--- src/verilog/result_format_regs.vh ---
// Contract
// Results leave as twos complement, most significant bit first, least significant last.
// One code step equals reference divided by two to the active width.
// Width is 16 bits normally, 18 bits with resolution boost.
// Averaging runs only with enable bit 9 set and ratio bits 8:6 nonzero.
// Enable bit and ratio both zero give unaveraged results.
// Host holds select high through the supply settle interval after power-up.
// Host should issue a software reset after power-up completes.
// Every falling edge of chip select starts a conversion.
// 18-bit width needs extra bits enable and a valid averaging mode.
// Host gives 18 serial clocks per result when 18-bit width is active.
// Without a valid averaging setting, the newest single result is output.
`ifndef RESULT_FORMAT_REGS_VH
`define RESULT_FORMAT_REGS_VH
`define CFG_WIDTH 16
`define AVG_EN_BIT 9
`define RATIO_HI 8
`define RATIO_LO 6
`define EXTRA_BITS_BIT 2
`define RATIO_MAX 3'h3
`define BASE_WIDTH 16
`define BOOST_WIDTH 18
`define HIST_DEPTH 8
`define FIFO_DEPTH 16
`endif
--- src/verilog/result_format.v ---
`timescale 1ns/10ps
`include "result_format_regs.vh"

module sample_fifo #(
  parameter WIDTH = 32,
  parameter DEPTH = 16,
  parameter AW = 4
) (
  // Clock and reset
  input wire clk_i,
  input wire rst_i,
  // Fill side
  input wire [WIDTH-1:0] in_data_i,
  input wire in_valid_i,
  output reg in_ready_o,
  // Drain side
  output wire [WIDTH-1:0] out_data_o,
  output wire out_valid_o,
  input wire out_ready_i
);
  reg [WIDTH-1:0] mem [0:DEPTH-1];
  reg [AW-1:0] wr_ptr_reg;
  reg [AW-1:0] rd_ptr_reg;
  reg [AW:0] count_reg;
  reg [AW:0] count_next;

  wire push;
  wire pop;

  // The pointers simply wrap, so the depth must be a power of two.
  assign out_valid_o = (count_reg != {(AW+1){1'b0}});
  assign out_data_o = mem[rd_ptr_reg];
  assign push = in_valid_i & in_ready_o;
  assign pop = out_valid_o & out_ready_i;

  always @* begin
    count_next = count_reg;
    if (push && !pop) begin
      count_next = count_reg + 1'b1;
    end else if (pop && !push) begin
      count_next = count_reg - 1'b1;
    end
  end

  // Ready is registered, so a full buffer stalls the source from the next edge on.
  always @(posedge clk_i) begin
    if (rst_i) begin
      wr_ptr_reg <= {AW{1'b0}};
      rd_ptr_reg <= {AW{1'b0}};
      count_reg <= {(AW+1){1'b0}};
      in_ready_o <= 1'b0;
    end else begin
      count_reg <= count_next;
      in_ready_o <= (count_next < DEPTH);
      if (push) begin
        mem[wr_ptr_reg] <= in_data_i;
        wr_ptr_reg <= wr_ptr_reg + 1'b1;
      end
      if (pop) begin
        rd_ptr_reg <= rd_ptr_reg + 1'b1;
      end
    end
  end
endmodule // sample_fifo

module result_format #(
  parameter DW = `BASE_WIDTH,
  parameter HD = `HIST_DEPTH,
  parameter FD = `FIFO_DEPTH
) (
  // Clock and reset
  input wire clk_i,
  input wire rst_i,
  // Configuration
  input wire [`CFG_WIDTH-1:0] primary_config_register_i,
  // Conversion core, channel A in the upper half
  input wire [2*DW-1:0] conv_data_i,
  input wire conv_valid_i,
  output wire conv_ready_o,
  output reg conv_start_o,
  // Serial pins
  input wire cs_n_i,
  input wire sclk_i,
  output reg sdo_a_o,
  output reg sdo_b_o,
  output reg sdo_oe_o,
  output reg wide_result_o
);
  localparam FIFO_AW = $clog2(FD);

  // Two stages settle each pin; the third only serves to find its edges.
  reg cs_s1_reg, cs_s2_reg, cs_s3_reg;
  reg ck_s1_reg, ck_s2_reg, ck_s3_reg;
  reg load_pend_reg;
  reg [DW*HD-1:0] hist_a_reg;
  reg [DW*HD-1:0] hist_b_reg;
  reg [`BOOST_WIDTH-1:0] sh_a_reg;
  reg [`BOOST_WIDTH-1:0] sh_b_reg;

  wire [2*DW-1:0] fifo_data;
  wire fifo_valid;
  wire cs_fall;
  wire sclk_fall;
  wire pop;

  wire avg_en;
  wire [2:0] ratio;
  wire valid_os;
  wire boost;
  wire [2:0] ratio_eff;
  wire [`BOOST_WIDTH-1:0] word_a;
  wire [`BOOST_WIDTH-1:0] word_b;

  // Averages the newest 2^r entries and left-aligns the word in 18 bits.
  function [`BOOST_WIDTH-1:0] avg_word;
    input [DW*HD-1:0] h;
    input [2:0] r;
    input wide;
    integer i;
    reg signed [DW+3:0] s;
    reg signed [DW+5:0] t;
    begin
      s = {(DW+4){1'b0}};
      t = {(DW+6){1'b0}};
      for (i = 0; i < HD; i = i + 1) begin
        if (i < (1 << r)) begin
          s = s + {{4{h[i*DW+DW-1]}}, h[i*DW +: DW]};
        end
      end
      if (r == 3'h0) begin
        avg_word = {h[DW-1:0], 2'b00};
      end else if (wide) begin
        t = {s, 2'b00} >>> r;
        avg_word = t[`BOOST_WIDTH-1:0];
      end else begin
        t = {{2{s[DW+3]}}, s} >>> r;
        avg_word = {t[DW-1:0], 2'b00};
      end
    end
  endfunction

  assign avg_en = primary_config_register_i[`AVG_EN_BIT];
  assign ratio = primary_config_register_i[`RATIO_HI:`RATIO_LO];
  // Ratio codes above eight samples are treated as invalid, like a zero ratio.
  assign valid_os = avg_en & (ratio != 3'h0) & (ratio <= `RATIO_MAX);
  assign ratio_eff = valid_os ? ratio : 3'h0;
  assign boost = valid_os & primary_config_register_i[`EXTRA_BITS_BIT];
  assign word_a = avg_word(hist_a_reg, ratio_eff, boost);
  assign word_b = avg_word(hist_b_reg, ratio_eff, boost);

  // The second and third synchroniser stages feed the edge detectors.
  assign cs_fall = cs_s3_reg & ~cs_s2_reg;
  assign sclk_fall = ck_s3_reg & ~ck_s2_reg & ~cs_s2_reg;
  assign pop = cs_fall & fifo_valid;

  // Results that the host has not yet fetched wait here; a full buffer stalls the core.
  sample_fifo #(
    .WIDTH(2*DW),
    .DEPTH(FD),
    .AW(FIFO_AW)
  ) u_fifo (
    .clk_i(clk_i),
    .rst_i(rst_i),
    .in_data_i(conv_data_i),
    .in_valid_i(conv_valid_i),
    .in_ready_o(conv_ready_o),
    .out_data_o(fifo_data),
    .out_valid_o(fifo_valid),
    .out_ready_i(cs_fall)
  );

  always @(posedge clk_i) begin
    if (rst_i) begin
      cs_s1_reg <= 1'b1;
      cs_s2_reg <= 1'b1;
      cs_s3_reg <= 1'b1;
      ck_s1_reg <= 1'b0;
      ck_s2_reg <= 1'b0;
      ck_s3_reg <= 1'b0;
      load_pend_reg <= 1'b0;
      conv_start_o <= 1'b0;
      hist_a_reg <= {(DW*HD){1'b0}};
      hist_b_reg <= {(DW*HD){1'b0}};
      sh_a_reg <= {`BOOST_WIDTH{1'b0}};
      sh_b_reg <= {`BOOST_WIDTH{1'b0}};
      sdo_a_o <= 1'b0;
      sdo_b_o <= 1'b0;
      sdo_oe_o <= 1'b0;
      wide_result_o <= 1'b0;
    end else begin
      cs_s1_reg <= cs_n_i;
      cs_s2_reg <= cs_s1_reg;
      cs_s3_reg <= cs_s2_reg;
      ck_s1_reg <= sclk_i;
      ck_s2_reg <= ck_s1_reg;
      ck_s3_reg <= ck_s2_reg;

      conv_start_o <= cs_fall;
      load_pend_reg <= cs_fall;
      sdo_oe_o <= ~cs_s2_reg;
      wide_result_o <= boost;

      // The history keeps shifting whatever the ratio, so a mode change needs no refill.
      // A frame that finds the buffer empty leaves it alone, so the result is formed again from the same history.
      if (pop) begin
        hist_a_reg <= {hist_a_reg[DW*(HD-1)-1:0], fifo_data[2*DW-1:DW]};
        hist_b_reg <= {hist_b_reg[DW*(HD-1)-1:0], fifo_data[DW-1:0]};
      end

      // The word is held left aligned in 18 bits, so a 16-bit result trails two zeros.
      if (load_pend_reg) begin
        sh_a_reg <= word_a;
        sh_b_reg <= word_b;
        sdo_a_o <= word_a[`BOOST_WIDTH-1];
        sdo_b_o <= word_b[`BOOST_WIDTH-1];
      end else if (sclk_fall) begin
        sh_a_reg <= {sh_a_reg[`BOOST_WIDTH-2:0], 1'b0};
        sh_b_reg <= {sh_b_reg[`BOOST_WIDTH-2:0], 1'b0};
        sdo_a_o <= sh_a_reg[`BOOST_WIDTH-2];
        sdo_b_o <= sh_b_reg[`BOOST_WIDTH-2];
      end
    end
  end
endmodule // result_format

--- config.mk ---
export PLATFORM = sky130hd
export DESIGN_NAME = result_format
export DESIGN_NICKNAME = d
export VERILOG_FILES = /design/src/verilog/result_format.v
export VERILOG_INCLUDE_DIRS = /design/src /design/src/verilog
export SDC_FILE = /design/constraint.sdc
export NUM_CORES = 2
export LEC_CHECK = 0
export BUFFER_PORTS_ARGS = -buffer_cell sky130_fd_sc_hd__buf_4
export CORE_MARGIN = 3
export CORE_UTILIZATION = 36
export DETAILED_ROUTE_END_ITERATION = 7
export SYNTH_ARGS = -nofsm -noshare
export SYNTH_HDL_FRONTEND = slang
export SYNTH_SLANG_ARGS = --single-unit
--- constraint.sdc ---
create_clock -name clk_i -period 23.5 [get_ports clk_i]
set_input_delay 1.175 -clock clk_i [delete_from_list [all_inputs] [get_ports clk_i]]
set_output_delay 1.175 -clock clk_i [all_outputs]
set_load 0.01 [all_outputs]
==> metrics.cfg <==
[cts]
clkTransAtPathRegs_ps=60
cts_tree=built
cts_buffers=91
ctsHtreeMaxLevel=3
ctsHoldBuffers=0
worstSkewPairLatency_ps=660
clock_sinks=827
cts.path.max_buffers=3
ctsResizeCount=0
clockRootBuffer=clkbuf_16
post_cts_buffers=0

[placement]
dp_hpwl_microns=72600
gp_congestion=0.847
postPlaceCellArea_sq_um=46600
io_buffers=47
dp_cells=5653

[power]
total_leakage_power_nw=18.4
power_switching_mw=0.716
pwr-share-seq_pct=49.6
p_clk_share_pct=45.7
internal_power_mw=2.41
swShare_pct=22.9
pwr-share-comb_pct=4.7
ir_drop_mv=0.0639
powerDensity_nw_per_um2=63.0

[floorplan]
num_io_pins=59
fp.dieH_microns=357
die-area_sq_um=128000
fp.dieW_microns=357
fp-row-count=128
start_util_pct=36.4
core_sq_um=122000

[sta]
tightest_slew_ps=1110
finalCritPeriodShare_pct=50.1
skew_ps=20.2
relSlewSlack_pct=26.0
rsz0062_at_grt=false
hold_violations=0
drv_slew=0
fmax_mhz=84.9
min_period_ps=11780
setup_viol=0
finalSetupTns_ps=0

[detailed_routing]
vias=31135
dr.pass1.iters=5
wl_microns=112000
drc=0
antenna_left=0
vias_per_cell=5.35
wl_per_cell_microns=19.3
drt_iter0_drc=2410

[synth]
yosys-top-cells-count=726 x nand2_1, 512 x edfxtp_1, 465 x a21oi_1
yosysMostFrequentCell=nand2_1
synth_edf_count=512
yosys.area_share.adder_pct=8.43
synth_compound_gate_area_share_pct=15.6
yosys.area_share.simple_pct=11.7
ys_ff_latch=827
ys_seq_area_share_pct=48.8
yosys-top-cells-area=edfxtp_1 35%, dfxtp_1 14%, mux4_2 8.1%, ha_1 7.8%, nand2_1 6.1%
synth-xor-area-share_pct=3.96
ys.flop_type=edfxtp_1
netlist.area_leader.share_pct=34.6
async_reset_ff_share_pct=0
yosysWarnings=0
synth_top_family_by_area=compound AO/OA/AOI/OAI gates
synthCells=4136
synth_top_area_cell=edfxtp_1
syn_avg_cell_area_sq_um=10.7
syn_area_sq_um=44500
syn-num-nets=4480
ys_types=89
muxShareOfSynthArea_pct=8.98

[setup_path]
critPathLaunchType=input pin
rrSetupSlack_ps=12440
critPathArrivalTime_ps=12350
crit_top_cell=ha_1
path_buf_inv=3
startpoint=primary_config_register_i[8]
r2r-end=sdo_a_o
r2r_start=hist_a_reg[0]
critPathKind=input pin to flop
cp_slowest_cell=nor2b_1
end_kind=flop
worst-path-max-fanout=51
worst-r2r-cell-count=47
cp_top_family=compound AO/OA/AOI/OAI gates
cp_slowest_stage_delay_ps=770
required_ps=24060

[final_layout]
utilization_pct=40.6
areaGrowthSynthToFinish_pct=11.6
stdcell_area_sq_um=49600
filler_cell_count=11677
post_layout_nonfiller_instances=5824
drive_above_1_share_pct=11.3
largest_register_ffs=512
fin_nets=4465

[outcome]
status=completed

[min_path]
hold_start=cs_s1_reg
hp-class=flop to flop
hold_depth=1
holdPathEnd=cs_s2_reg

[flow_run]
maxCapViolCount=0

[global_routing]
groute.usage.overall_pct=17.5
grt_max_degree=180
first_global_vias=31129
gr-total-overflow=0
antenna_found_initial=6
grt_pass1_wl_microns=177000

## final cells by class
class,instances,area [sq um],area share (%)
inverter,96,368,0.742
multi-input combinational,3015,21800,44.0
clock inverter,59,572,1.15
timing repair buffer,90,721,1.45
tap,1625,2030,4.10
clock buffer,110,2400,4.84
antenna,2,5.00,0.0101
sequential,827,21700,43.7
## kinds of logic after synthesis
family / after synthesis
compound gates: 1114
xor+xnor: 201
fa+ha+maj: 291
buf+inv: 294
flops: 827
mux: 198
simple gates: 1211
## how the worst max path moves through the flow
stage / to / depth (start not counted)
after floorplan: sdo_b_o / 50
after global placement: sdo_b_o / 47
after detailed placement: sdo_b_o / 47
after CTS: sdo_b_o / 47
after global routing: sdo_b_o / 47
final: sdo_b_o / 47
## placed cells by master, fill, tap and decap left out, types with 19 or more instances in the layout
| master | synthesis | routed |
|---|---|---|
| a211oi_1 | 51 | 51 |
| a21o_1 | 114 | 114 |
| a21oi_1 | 465 | 465 |
| a31oi_1 | 29 | 29 |
| buf_4 | 0 | 86 |
| clkbuf_16 | 0 | 91 |
| dfxtp_1 | 315 | 310 |
| edfxtp_1 | 512 | 512 |
| ha_1 | 277 | 277 |
| inv_1 | 94 | 94 |
| mux2i_1 | 31 | 31 |
| mux4_2 | 160 | 160 |
| nand2_1 | 726 | 724 |
| nand2b_1 | 40 | 40 |
| nand3_1 | 44 | 44 |
| nor2_1 | 186 | 173 |
| nor2b_1 | 39 | 39 |
| nor3_1 | 63 | 59 |
| o211ai_1 | 25 | 25 |
| o21a_1 | 51 | 51 |
| o21ai_0 | 176 | 176 |
| o21bai_1 | 21 | 21 |
| or2_2 | 19 | 19 |
| or3_1 | 19 | 19 |
| xnor2_1 | 105 | 105 |
| xor2_1 | 96 | 96 |
## metal layers
metal / part of all wire [%] / global-route usage (%)
met3: 6.0 / 2.95
met2: 47 / 28.5
met1: 45 / 24.0
met4: 2.3 / 4.89
met5: 0.024 / 0
## stage by stage
stage | hold slack [ps] | setup slack [ps] | power (mW)
after floorplan | 389 | 13570 | 1.68
after global placement | 396 | 11210 | 1.73
after detailed placement | 396 | 11110 | 1.73
after CTS | 410 | 11780 | 3.16
after global routing | 436 | 10900 | 3.24
final | 410 | 11720 | 3.12
## power by group through the flow
stage                     clock network, mW  logic [mW]  registers [mW]
after global placement                    0       0.146            1.58
after detailed placement                  0       0.148            1.58
after floorplan                           0      0.0960            1.58
after CTS                              1.46       0.148            1.55
final                                  1.43       0.148            1.55
after global routing                   1.53       0.164            1.55
No activity file was read; power rests on OpenSTA's default activity.
